===== src/verilog/framer_pkg.sv =====
// constants and types shared by the serial lane framer
package framer_pkg;

  // sample and frame layout
  localparam int SAMPLE_W = 12;
  localparam int PAD_W    = 4;

  // latencies in sample clocks
  localparam int BASE_LATENCY     = 20;
  localparam int DUAL_EXTRA       = 1;
  localparam int SYNC_ON_LATENCY  = 9;
  localparam int SYNC_OFF_LATENCY = 8;
  // taps of the request shift line: sync stage and output stage take two
  localparam int SYNC_ON_TAP      = SYNC_ON_LATENCY - 2;
  localparam int SYNC_OFF_TAP     = SYNC_OFF_LATENCY - 2;

  // register offsets and reset values
  localparam logic [7:0]  CTRL_OFS    = 8'h00;
  localparam logic [7:0]  STATUS_OFS  = 8'h04;
  localparam logic [6:0]  CTRL_RESET  = 7'h00;

  // strap level that selects parallel pin control
  localparam logic [1:0]  STRAP_LVL_PAR = 2'h2;

  // characters
  localparam logic [7:0]  OCT_K285 = 8'hbc;
  localparam logic [7:0]  OCT_K287 = 8'hfc;
  localparam logic [7:0]  OCT_D56  = 8'hc5;
  localparam logic [7:0]  OCT_D162 = 8'h50;
  localparam logic [9:0]  K285_RDN = 10'h0fa;
  localparam logic [9:0]  K285_RDP = 10'h305;
  localparam logic [9:0]  K287_RDN = 10'h0f8;
  localparam logic [9:0]  K287_RDP = 10'h307;

  // test words and scrambler seed
  localparam logic [15:0] WORD_B5B5 = 16'hb5b5;
  localparam logic [15:0] WORD_FF00 = 16'hff00;
  localparam logic [14:0] SCRAMBLE_SEED = 15'h7fff;

  // 5b/6b and 3b/4b codes, negative running disparity
  localparam logic [5:0] TBL6 [32] = '{
    6'h27, 6'h1d, 6'h2d, 6'h31, 6'h35, 6'h29, 6'h19, 6'h38,
    6'h39, 6'h25, 6'h15, 6'h34, 6'h0d, 6'h2c, 6'h1c, 6'h17,
    6'h1b, 6'h23, 6'h13, 6'h32, 6'h0b, 6'h2a, 6'h1a, 6'h3a,
    6'h33, 6'h26, 6'h16, 6'h36, 6'h0e, 6'h2e, 6'h1e, 6'h2b};
  localparam logic [3:0] TBL4 [8] = '{
    4'hb, 4'h9, 4'h5, 4'hc, 4'hd, 4'ha, 4'h6, 4'he};
  localparam logic [3:0] ALT7 = 4'h7;

  typedef enum logic [1:0] {
    PAT_ADC  = 2'b00,
    PAT_B5   = 2'b01,
    PAT_FF   = 2'b10,
    PAT_PRBS = 2'b11
  } pattern_type;

  // layout equals the control register, bit 6 first
  typedef struct packed {
    logic        detect_power_select;
    pattern_type pattern_select;
    logic        scramble_enable;
    logic        lane_split_select;
    logic        idle_char_select;
    logic        frame_align_replace;
  } cfg_type;

  typedef struct packed {
    logic        lane1_enable;
    logic [19:0] lane0_code;
    logic [9:0]  lane1_code;
  } lane_out_type;

endpackage


===== src/verilog/adc_serial_lane_framer.sv =====
// transmit framer: sample packing, sync characters, scrambling, 8b10b
`timescale 1ns/1ps
`default_nettype none
module adc_serial_lane_framer
  import framer_pkg::*;
#(
  parameter int LATENCY = framer_pkg::BASE_LATENCY
)
(
  // apb slave
  input  wire logic                     pclk,
  input  wire logic                     presetn,
  input  wire logic                     psel,
  input  wire logic                     penable,
  input  wire logic                     pwrite,
  input  wire logic [7:0]               paddr,
  input  wire logic [31:0]              pwdata,
  input  wire logic [3:0]               pstrb,
  output var  logic [31:0]              prdata,
  output var  logic                     pready,
  output var  logic                     pslverr,
  // converter core
  input  wire logic [11:0]              adc_sample,
  input  wire logic [3:0]               early_estimate,
  input  wire logic [3:0]               power_estimate,
  output var  logic [3:0]               detect_out,
  output var  logic                     output_format_select,
  output var  logic                     external_reference_select,
  // link
  input  wire logic                     sync_req_n,
  output var  framer_pkg::lane_out_type lane_out,
  // four-level straps as comparator codes, two-level pattern pins
  input  wire logic [1:0]               mode_strap_level,
  input  wire logic [1:0]               pin_strap_align_idle,
  input  wire logic [1:0]               pin_strap_lanes_scramble,
  input  wire logic [1:0]               pin_strap_format_ref,
  input  wire logic                     pin_strap_pattern_low,
  input  wire logic                     pin_strap_pattern_high
);
  import framer_pkg::*;

  localparam int DL_DEPTH = LATENCY + DUAL_EXTRA;

  // returns {running disparity out, abcdei fghj}
  function automatic logic [10:0] enc8b10b(input logic [7:0] d,
                                           input logic       k,
                                           input logic       rd);
    logic [5:0] s6;
    logic [3:0] s4;
    logic       r;
    logic       a7;
    s6 = TBL6[d[4:0]];
    if (rd && (($countones(s6) != 3) || (d[4:0] == 5'd7)))
      s6 = ~s6;
    r  = rd ^ ($countones(s6) != 3);
    a7 = (d[7:5] == 3'd7) &&
         (r ? (d[4:0] == 5'd11 || d[4:0] == 5'd13 || d[4:0] == 5'd14)
            : (d[4:0] == 5'd17 || d[4:0] == 5'd18 || d[4:0] == 5'd20));
    s4 = a7 ? ALT7 : TBL4[d[7:5]];
    if (r && (($countones(s4) != 2) || (d[7:5] == 3'd3)))
      s4 = ~s4;
    r = r ^ ($countones(s4) != 2);
    if (k)
      enc8b10b = (d == OCT_K287) ? {rd, rd ? K287_RDP : K287_RDN}
                                 : {~rd, rd ? K285_RDP : K285_RDN};
    else
      enc8b10b = {r, s6, s4};
  endfunction

  // self-synchronous scrambler 1+x^14+x^15, msb first; {state, octet}
  function automatic logic [22:0] scramble8(input logic [7:0]  d,
                                            input logic [14:0] st);
    logic [14:0] s;
    logic [7:0]  o;
    s = st;
    o = 8'h00;
    for (int i = 7; i >= 0; i--)
    begin
      o[i] = d[i] ^ s[13] ^ s[14];
      s    = {s[13:0], o[i]};
    end
    scramble8 = {s, o};
  endfunction

  // input synchronisers
  logic        sync_s1_r;
  logic        sync_s2_r;
  logic [9:0]  strap_s1_r;
  logic [9:0]  strap_s2_r;
  logic [SYNC_ON_TAP:0] act_sh_r;

  // state
  logic [6:0]            ctrl_r;
  logic [SAMPLE_W-1:0]   dl_r [DL_DEPTH];
  logic                  rd0_r;
  logic                  rd1_r;
  logic [14:0]           scr0_r;
  logic [14:0]           scr1_r;
  logic [14:0]           prbs_r;
  logic [7:0]            prev0_r;
  logic [7:0]            prev1_r;
  logic                  alt_r;
  logic                  send_sync_r;
  logic [15:0]           raw_r;
  logic [4:0]            up_cnt_r;

  wire logic [9:0] strap_raw = {mode_strap_level, pin_strap_align_idle,
                                pin_strap_lanes_scramble,
                                pin_strap_format_ref,
                                pin_strap_pattern_high,
                                pin_strap_pattern_low};

  // strap decode
  wire logic [1:0] lvl_mode = strap_s2_r[9:8];
  wire logic [1:0] lvl_ai   = strap_s2_r[7:6];
  wire logic [1:0] lvl_ls   = strap_s2_r[5:4];
  wire logic [1:0] lvl_fr   = strap_s2_r[3:2];
  wire logic       par_mode = (lvl_mode == STRAP_LVL_PAR);
  wire logic       pattern_select_0 = strap_s2_r[0];
  wire logic       pattern_select_1 = strap_s2_r[1];

  cfg_type strap_cfg;
  cfg_type cfg;
  assign strap_cfg.frame_align_replace = lvl_ai[1] ^ lvl_ai[0];
  assign strap_cfg.idle_char_select    = lvl_ai[1];
  assign strap_cfg.lane_split_select   = lvl_ls[1] ^ lvl_ls[0];
  assign strap_cfg.scramble_enable     = lvl_ls[1];
  assign strap_cfg.pattern_select      =
    pattern_type'({pattern_select_1, pattern_select_0});
  assign strap_cfg.detect_power_select = 1'b0;
  assign cfg = par_mode ? strap_cfg : cfg_type'(ctrl_r);

  // sync request, in force from tap ON and out from tap OFF
  wire logic sync_mode = act_sh_r[SYNC_ON_TAP] &
                         act_sh_r[SYNC_OFF_TAP];

  // sample path
  wire logic       dual = cfg.lane_split_select;
  wire logic [SAMPLE_W-1:0] samp_fmt = output_format_select ? adc_sample
    : {~adc_sample[SAMPLE_W-1], adc_sample[SAMPLE_W-2:0]};
  wire logic [SAMPLE_W-1:0] tap_word = dual ? dl_r[DL_DEPTH-1]
                                            : dl_r[LATENCY-1];
  wire logic [15:0] data_word = {tap_word, {PAD_W{1'b0}}};

  wire logic [22:0] prbs_a = scramble8(8'h00, prbs_r);
  wire logic [22:0] prbs_b = scramble8(8'h00, prbs_a[22:8]);
  wire logic [15:0] src_word =
    (cfg.pattern_select == PAT_ADC) ? data_word :
    (cfg.pattern_select == PAT_B5)  ? WORD_B5B5 :
    (cfg.pattern_select == PAT_FF)  ? WORD_FF00 :
                                      {prbs_a[7:0], prbs_b[7:0]};

  // scrambling; the random pattern bypasses it
  wire logic use_scramble = cfg.scramble_enable &&
                            (cfg.pattern_select != PAT_PRBS);
  wire logic [22:0] sc_a = scramble8(src_word[15:8], scr0_r);
  wire logic [22:0] sc_b = scramble8(src_word[7:0],
                                     dual ? scr1_r : sc_a[22:8]);
  wire logic [7:0] oa = use_scramble ? sc_a[7:0] : src_word[15:8];
  wire logic [7:0] ob = use_scramble ? sc_b[7:0] : src_word[7:0];

  // last octet of a frame repeated: lane0 in dual, second slot always
  wire logic rep0 = cfg.frame_align_replace && dual &&
                    (oa == prev0_r);
  wire logic rep1 = cfg.frame_align_replace &&
                    (ob == (dual ? prev1_r : prev0_r));

  // idle characters: second slot or alternate frames carry D chars
  wire logic sk0 = !(cfg.idle_char_select && dual && alt_r);
  wire logic sk1 = !(cfg.idle_char_select && (!dual || alt_r));

  wire logic [7:0]  c0 = sync_mode ? (sk0 ? OCT_K285
                                          : (rd0_r ? OCT_D162 : OCT_D56))
                                   : (rep0 ? OCT_K287 : oa);
  wire logic        k0 = sync_mode ? sk0 : rep0;
  wire logic [10:0] e0 = enc8b10b(c0, k0, rd0_r);
  wire logic        rd_in1 = dual ? rd1_r : e0[10];
  wire logic [7:0]  c1 = sync_mode ? (sk1 ? OCT_K285
                                          : (rd_in1 ? OCT_D162 : OCT_D56))
                                   : (rep1 ? OCT_K287 : ob);
  wire logic        k1 = sync_mode ? sk1 : rep1;
  wire logic [10:0] e1 = enc8b10b(c1, k1, rd_in1);

  // apb decode
  wire logic setup     = psel & ~penable;
  wire logic hit_ctrl  = (paddr == CTRL_OFS);
  wire logic hit_stat  = (paddr == STATUS_OFS);
  wire logic wr_ctrl   = psel & penable & pready & pwrite & hit_ctrl &
                         pstrb[0];
  wire logic [31:0] status_word = {19'h00000, external_reference_select,
                                   output_format_select, ~sync_s2_r,
                                   send_sync_r, par_mode, 1'b0, cfg};
  wire logic [31:0] rd_mux = hit_ctrl ? {25'h0000000, ctrl_r}
                           : hit_stat ? status_word : 32'h00000000;

  // synchronisers and request line; sampled on the internal clock
  always_ff @(posedge pclk or negedge presetn)
  begin
    if (!presetn)
    begin
      sync_s1_r  <= 1'b1;
      sync_s2_r  <= 1'b1;
      strap_s1_r <= 10'h000;
      strap_s2_r <= 10'h000;
      act_sh_r   <= '0;
    end
    else
    begin
      sync_s1_r  <= sync_req_n;
      sync_s2_r  <= sync_s1_r;
      strap_s1_r <= strap_raw;
      strap_s2_r <= strap_s1_r;
      act_sh_r   <= {act_sh_r[SYNC_ON_TAP-1:0], ~sync_s2_r};
    end
  end

  // sample delay line
  genvar gi;
  generate
    for (gi = 0; gi < DL_DEPTH; gi++)
    begin : g_dl
      always_ff @(posedge pclk or negedge presetn)
      begin
        if (!presetn)
          dl_r[gi] <= '0;
        else if (gi == 0)
          dl_r[gi] <= samp_fmt;
        else
          dl_r[gi] <= dl_r[(gi == 0) ? 0 : gi - 1];
      end
    end
  endgenerate

  // encoder state and lane outputs
  always_ff @(posedge pclk or negedge presetn)
  begin
    if (!presetn)
    begin
      lane_out    <= '0;
      rd0_r       <= 1'b0;
      rd1_r       <= 1'b0;
      scr0_r      <= SCRAMBLE_SEED;
      scr1_r      <= SCRAMBLE_SEED;
      prbs_r      <= SCRAMBLE_SEED;
      prev0_r     <= 8'h00;
      prev1_r     <= 8'h00;
      alt_r       <= 1'b0;
      send_sync_r <= 1'b0;
      raw_r       <= 16'h0000;
    end
    else
    begin
      lane_out.lane1_enable <= dual;
      lane_out.lane0_code   <= dual ? {e0[9:0], 10'h000}
                                    : {e0[9:0], e1[9:0]};
      lane_out.lane1_code   <= dual ? e1[9:0] : 10'h000;
      rd0_r       <= dual ? e0[10] : e1[10];
      rd1_r       <= dual ? e1[10] : rd1_r;
      prbs_r      <= prbs_b[22:8];
      alt_r       <= sync_mode ? ~alt_r : 1'b0;
      send_sync_r <= sync_mode;
      raw_r       <= src_word;
      if (!sync_mode && use_scramble)
      begin
        scr0_r <= dual ? sc_a[22:8] : sc_b[22:8];
        scr1_r <= dual ? sc_b[22:8] : scr1_r;
      end
      if (!sync_mode)
      begin
        prev0_r <= dual ? oa : ob;
        prev1_r <= dual ? ob : prev1_r;
      end
    end
  end

  // analog-side controls and detect outputs
  always_ff @(posedge pclk or negedge presetn)
  begin
    if (!presetn)
    begin
      output_format_select      <= 1'b0;
      external_reference_select <= 1'b0;
      detect_out                <= 4'h0;
    end
    else
    begin
      output_format_select      <= lvl_fr[1];
      external_reference_select <= lvl_fr[1] ^ lvl_fr[0];
      detect_out <= cfg.detect_power_select ? power_estimate
                                            : early_estimate;
    end
  end

  // apb slave, one wait-free access phase
  always_ff @(posedge pclk or negedge presetn)
  begin
    if (!presetn)
    begin
      ctrl_r  <= CTRL_RESET;
      pready  <= 1'b0;
      prdata  <= 32'h00000000;
      pslverr <= 1'b0;
    end
    else
    begin
      pready  <= setup;
      prdata  <= (setup & ~pwrite) ? rd_mux : 32'h00000000;
      pslverr <= setup & (~(hit_ctrl | hit_stat) | (pwrite & hit_stat));
      if (wr_ctrl)
        ctrl_r <= pwdata[6:0];
    end
  end

  // run time since reset, for the checks below
  always_ff @(posedge pclk or negedge presetn)
  begin
    if (!presetn)
      up_cnt_r <= 5'h00;
    else if (up_cnt_r != 5'h1f)
      up_cnt_r <= up_cnt_r + 5'h01;
  end

  wire logic hi_k285 = (lane_out.lane0_code[19:10] == K285_RDN) ||
                       (lane_out.lane0_code[19:10] == K285_RDP);
  wire logic lo_k287 = (lane_out.lane0_code[9:0] == K287_RDN) ||
                       (lane_out.lane0_code[9:0] == K287_RDP);
endmodule
`default_nettype wire


===== config.mk =====
export PLATFORM = sky130hd
export DESIGN_NAME = adc_serial_lane_framer
export DESIGN_NICKNAME = d
export VERILOG_FILES = /design/src/verilog/framer_pkg.sv /design/src/verilog/adc_serial_lane_framer.sv
export SDC_FILE = /design/constraint.sdc
export NUM_CORES = 1
export LEC_CHECK = 0
export BUFFER_PORTS_ARGS = -buffer_cell sky130_fd_sc_hd__buf_2
export CAP_MARGIN = 20
export CORE_MARGIN = 3
export CORE_UTILIZATION = 64
export DETAILED_ROUTE_END_ITERATION = 10
export GPL_ROUTABILITY_DRIVEN = 0
export HOLD_SLACK_MARGIN = 0.1
export PLACE_DENSITY = 0.88
export SLEW_MARGIN = 20
export SYNTH_ARGS = -nofsm -noshare
export SYNTH_HDL_FRONTEND = slang
export SYNTH_SLANG_ARGS = --single-unit
export TNS_END_PERCENT = 30

===== constraint.sdc =====
create_clock -name pclk -period 27.7 [get_ports pclk]
set_input_delay 1.385 -clock pclk [delete_from_list [all_inputs] [get_ports pclk]]
set_output_delay 1.385 -clock pclk [all_outputs]
set_load 0.05 [all_outputs]

; ---- After elaboration in Yosys (flattened, before gate mapping)
; Memory sizes are Yosys's and may differ from the RTL's.
; Cells that the tools add are included.
; Widths: inputs -> output; s select.
[word_totals]
out_inout_bits = 71
memories = 4
romBits = 448
latch_bits = 0
in_bits = 80
register_bits = 425
ram_bits = 0
wordCells = 294
[memory_table]
columns = name, words, word_bits, read_ports, rd_clocked_by_memory_dff, wr, line
row1 = (no name shown), 32, 6, 1, 0, 0, adc_serial_lane_framer.sv:52  ; s6 = TBL6[d[4:0]];
row2 = (no name shown), 32, 6, 1, 0, 0, adc_serial_lane_framer.sv:52
row3 = (no name shown), 8, 4, 1, 0, 0, adc_serial_lane_framer.sv:59  ; s4 = a7 ? ALT7 : TBL4[d[7:5]];
row4 = (no name shown), 8, 4, 1, 0, 0, adc_serial_lane_framer.sv:59
[classes]
n_addsub = 32
div_mod_pow = 0
n_bitwise = 84
order_cmp = 4
n_mux = 55
shift = 0
eq_ne = 35
n_mul = 0
reduce_logical = 35
[op_table]
columns = op, count
row1 = $mux 8, 12
row2 = $mux 10, 6
row3 = $xor 1x1->1, 55
row4 = $mux 16, 3
row5 = $mux 11, 4
row6 = $add 1x1->2, 20
row7 = $mux 13, 3
row8 = $mux 4, 9
row9 = $mux 6, 6
row10 = $eq 5x4->1 const B, 6
row11 = $eq 5x5->1 const B, 6
row12 = $mux 15, 2
row13 = $add 2x2->3, 8
row14 = $mux 12, 2
row15 = $add 3x2->4, 4
row16 = $eq 8x8->1, 2
row17 = $eq 8x8->1 const B, 2
row18 = $ne 4x2->1 const B, 4
row19 = $logic_and 1x1->1, 14
row20 = $logic_or 1x1->1, 13
row21 = $ge 6x6->1 const B, 2
row22 = $ne 3x2->1 const B, 4
row23 = $not 5->6, 2
row24 = $not 6->6, 2
row25 = 19 further kinds, 54

; ---- Depth between registers and ports, before layout
[depth]
depth_word = 78
depth_mapped = 88
mapped_depth_nobuf = 85

; ---- Worst setup path after synthesis
; Ideal clock, no wire load.
[synth_path]
path_kind = register to register
start = reg strap_s2_r[9]
end = reg rd1_r
setup_slack_ps = 11388
period_less_slack_ps = 16312
stages_incl_launch_ff = 84
setup_time_ps = 136
t_arrival_ps = 16176
cell_sequence = dfrtp_1 nor2b_4 buf_6 mux2_4 inv_2 buf_6 mux2i_2 a211oi_1 o211ai_1 nand4_1 or4_1 buf_2 o21ai_0 inv_1 ha_1 nand4b_1 o311ai_0 a22oi_1 (+48 left out) ha_1 inv_1 fa_1 nand3b_1 nor3_1 a21oi_1 a21oi_1 o2111ai_1 o221ai_1 xor2_1 inv_1 ha_1 ha_1 ha_1 nand2_1 xnor2_1 a21oi_1 o21ai_0
[synth_between]
elab_chain_len = 77
[synth_rtl]
columns = element, line
row1 = start: declaration, adc_serial_lane_framer.sv:89  ; logic [9:0] strap_s2_r;
row2 = start signal: assignment, adc_serial_lane_framer.sv:212  ; strap_s2_r <= strap_s1_r;
row3 = $eq 2x2->1 *, adc_serial_lane_framer.sv:118  ; wire logic par_mode = (lvl_mode == STRAP_LVL_PAR);
row4 = $mux 7 *, adc_serial_lane_framer.sv:131  ; assign cfg = par_mode ? strap_cfg : cfg_type'(ctrl_r);
row5 = $eq 2x2->1, adc_serial_lane_framer.sv:150  ; (cfg.pattern_select == PAT_FF) ? WORD_FF00 :
row6 = $mux 16, adc_serial_lane_framer.sv:150
row7 = $mux 16, adc_serial_lane_framer.sv:149  ; (cfg.pattern_select == PAT_B5) ? WORD_B5B5 :
row8 = $mux 16, adc_serial_lane_framer.sv:148  ; (cfg.pattern_select == PAT_ADC) ? data_word :
row9 = $xor 1x1->1 (2 in a row), adc_serial_lane_framer.sv:79  ; o[i] = d[i] ^ s[13] ^ s[14];
row10 = $mux 8, adc_serial_lane_framer.sv:159  ; wire logic [7:0] oa = use_scramble ? sc_a[7:0] : src_word[15:8];
row11 = (+60 left out), --
row12 = $logic_or 1x1->1, adc_serial_lane_framer.sv:60  ; if (r && (($countones(s4) != 2) || (d[7:5] == 3'd3)))
row13 = $logic_and 1x1->1, adc_serial_lane_framer.sv:60
row14 = $mux 4, adc_serial_lane_framer.sv:60
row15 = $add 1x1->2 (implied by the code), adc_serial_lane_framer.sv:62  ; r = r ^ ($countones(s4) != 2);
row16 = $add 2x2->3 (implied by the code), adc_serial_lane_framer.sv:62
row17 = $ne 3x2->1, adc_serial_lane_framer.sv:62
row18 = $xor 1x1->1, adc_serial_lane_framer.sv:62
row19 = $mux 11, adc_serial_lane_framer.sv:63  ; if (k)
row20 = end signal: assignment, adc_serial_lane_framer.sv:258  ; rd1_r <= dual ? e1[10] : rd1_r;
row21 = end: declaration, adc_serial_lane_framer.sv:96  ; logic rd1_r;
; Every way passes the cells marked *; elsewhere a longest branch is shown, timed or not. The select of a mux whose other input is x is not followed.
; A chain may end at the register's enable or synchronous reset.

; ---- Final worst setup path
; Ends and elaborated chain as after synthesis.

==> reports/results.txt <==
vias in the first global route - 11,300
cell total after placement - 1,743
placed instance area - 17,300 um2
Worst EP required - 28,090 ps
met1 wire length - 13.9 mm
Clock Tree Buf Depth - 3
Internal - 1.35 mW
crit path capture type - register
Starting Density - 0.655
Via density - 6.07
total negative slack - 0 ps
post-route setup slack - 6860 ps
layout net count - 1,586
met2 WL - 19.4 mm
met3 WL - 2.47 mm
Num CTS Buffers - 40
initial antenna violation count - 2
post-CTS setup buffers - 0
Max Cap Viol - 0
Comb pwr share - 0.421
synthesized area - 16,600 um2
PwrDens - 118 nW/um2
Startpoint Class - register
Post-synth EDFFs - 0
Setup Viol. Count Final - 0
residual DRC count - 0
final hold vios - 0
switching share of power - 0.389
CTS Sinks - 405
area leader, netlist - dfrtp_1
Worst EP arrival - 21,230 ps
HPWL after DPL - 23.4 mm
clock slew at reported path FFs - 70 ps
clock share of power - 0.248
Finished Core Util - 0.736
Min Hold Slack - 345 ps
library cells used by synthesis - 93
f_max - 48.0 MHz
final clock skew - 22.7 ps
Max Slew Vio Count - 0
post-layout min period - 20,840 ps
post-synthesis register bit count - 405
number of synthesis warnings - 0
Critical Path Max Stage Delay - 890 ps
Place WS - 7390 ps
Worst VDD drop - 171 uV
Die Footprint - 27,900 um2
Worst-Margin Slew - 1100 ps
critical path class - register to register
Sequential Power Share - 0.331
WL/cell - 20.8 um
CORE AREA - 25,300 um2
CP max-delay cell - a21oi_1
predominant post-synthesis flop cell - dfrtp_1
Max Used Layer - met4
fin cells - 1,820
CTS Hold Bufs - 0
Die Width - 167 um
r2r setup slk - 6860 ps
Reg-to-Reg Start - strap_s2_r[9]$_DFF_PN0_
largest net degree at the start of global routing - 221
post-layout power - 2.20 mW
# IOs - 151
Root Driver - clkbuf_16
Clock Latency Late Sink - 550 ps
Pleak - 8.64 nW
first-pass GRT wire length - 60.4 mm
top cell type's share of synthesized area - 0.540
crit path launch - strap_s2_r[9]$_DFF_PN0_
CP most frequent cell - ha_1
row count - 58
Total Routing Usage GR - 0.272
grt ovf - 0
post_cts resized - 0
synth cell count leaders - dfrtp_1 (358), nand2_1 (138), nor2_1 (95)
Slew Limit Headroom - 0.266
Mapped Cells - 1,349
CP max FO - 53
final non-filler cell area - 18,600 um2
DRT iter0 DRCs - 1,085
# port buffers - 102
die height - 167 um
outcome - finished clean
htree depth - 2
ranking of synthesized cells by area - dfrtp_1 (54%), dfstp_2 (7.4%), nand2_1 (3.1%)
DRT Pass-1 Iters - 8
DR vias - 11,000
register area share after synthesis - 0.614
P_sw - 0.856 mW
Worst R2R End - rd1_r$_DFFE_PN0N_
CTS tree - yes
HP Class - register to register
DRT Wirelength - 37.9 mm
Synth Area per Inst - 12.3 um2
Async SR Flop Fraction - 1.00
fraction of layout cells with a size suffix above 1 - 0.198
count leader, synth - dfrtp_1
DRT antenna net count - 0
fin crit share - 0.752
Area Overhead vs Synth - 12.3%
R2R depth - 80
Worst Setup EP - rd1_r$_DFFE_PN0N_
RSZ-0062 raised after global routing - no
## cell usage in the layout, fill, tap and decap left out, types with 11 or more instances in the layout
cell type    n
clkbuf_1    12
or3_1       13
and3_1      13
clkbuf_16   40
conb_1      20
nor3_1      22
buf_2      101
nand3_1     25
o21a_1      11
mux2i_1     31
o21ai_0     59
nor2_1      95
dfstp_2     47
nand2_1    138
ha_1        39
mux2_2      21
fa_1        11
xor2_1      45
xnor2_1     50
dfrtp_1    358
a21oi_1     68
inv_1       47
## layout make-up
class,count,area [um2]
Sequential cell,405,10200
Fill cell,1481,6700
Multi-Input combinational cell,851,5900
Clock buffer,57,1110
Timing Repair Buffer,108,598
Tap cell,330,413
Clock inverter,17,218
Inverter,50,188
Antenna cell,2,5.00
## routing by layer
metal / track usage / vias to the layer above
met5: 0 / -
met4: 0.146 / 0
met3: 0.0484 / 162
met2: 0.471 / 560
met1: 0.324 / 5514
li1: - / 4803
## cells by family (layout without fill, tap and decap cells)
family | count (synthesis) | count (layout) | share of synthesized area
flip-flops | 405 | 405 | 0.614
other | 1 | 22 | 0.000226
AO/OA/AOI/OAI | 253 | 253 | 0.104
XOR/XNOR | 104 | 104 | 0.0614
AND/OR/NAND/NOR | 365 | 365 | 0.104
buffers and inverters | 112 | 232 | 0.0345
adder cells (fa/ha/maj) | 50 | 50 | 0.0427
multiplexers | 59 | 59 | 0.0393
## worst max-delay path, delay by kind of cell, from the launching register on
kind / cells / cell delay (ps)
adders and majority gates: 22 / 6740
AOI/OAI and AO/OA: 18 / 5030
and+or+nand+nor: 18 / 3640
buffers and inverters: 14 / 2010
xor gates and xnor gates: 6 / 1780
muxes: 2 / 1050
DFF: 1 / 430
## power by group through the flow
stage / combinational (mW) / sequential (mW) / clock, mW
after floorplan: 0.639 / 0.786 / 0
after global placement: 0.850 / 0.728 / 0
after detailed placement: 0.901 / 0.734 / 0
after CTS: 0.917 / 0.727 / 0.554
after global routing: 1.02 / 0.734 / 0.580
final: 0.926 / 0.729 / 0.546
## worst min-delay path by stage
stage	start	end	slack, ps	cells past startpoint
2_1_floorplan	act_sh_r[0]$_DFF_PN0_	act_sh_r[1]$_DFF_PN0_	330	0
3_3_place_gp	dl_r[153]$_DFF_PN0_	dl_r[141]$_DFF_PN0_	330	0
3_5_place_dp	dl_r[172]$_DFF_PN0_	dl_r[160]$_DFF_PN0_	330	0
4_1_cts	dl_r[42]$_DFF_PN0_	dl_r[30]$_DFF_PN0_	340	0
5_1_grt	dl_r[104]$_DFF_PN0_	dl_r[92]$_DFF_PN0_	350	0
6_report	dl_r[82]$_DFF_PN0_	dl_r[70]$_DFF_PN0_	350	0
## flip-flops by register name (all words and copies together) (netlist names), 10 cells and up
name and cells:
lane_out 31, scr1_r 15, scr0_r 15, strap_s1_r 10, prbs_r 15, strap_s2_r 10
prdata 12, dl_r 252
No activity file was read; power rests on OpenSTA's default activity.
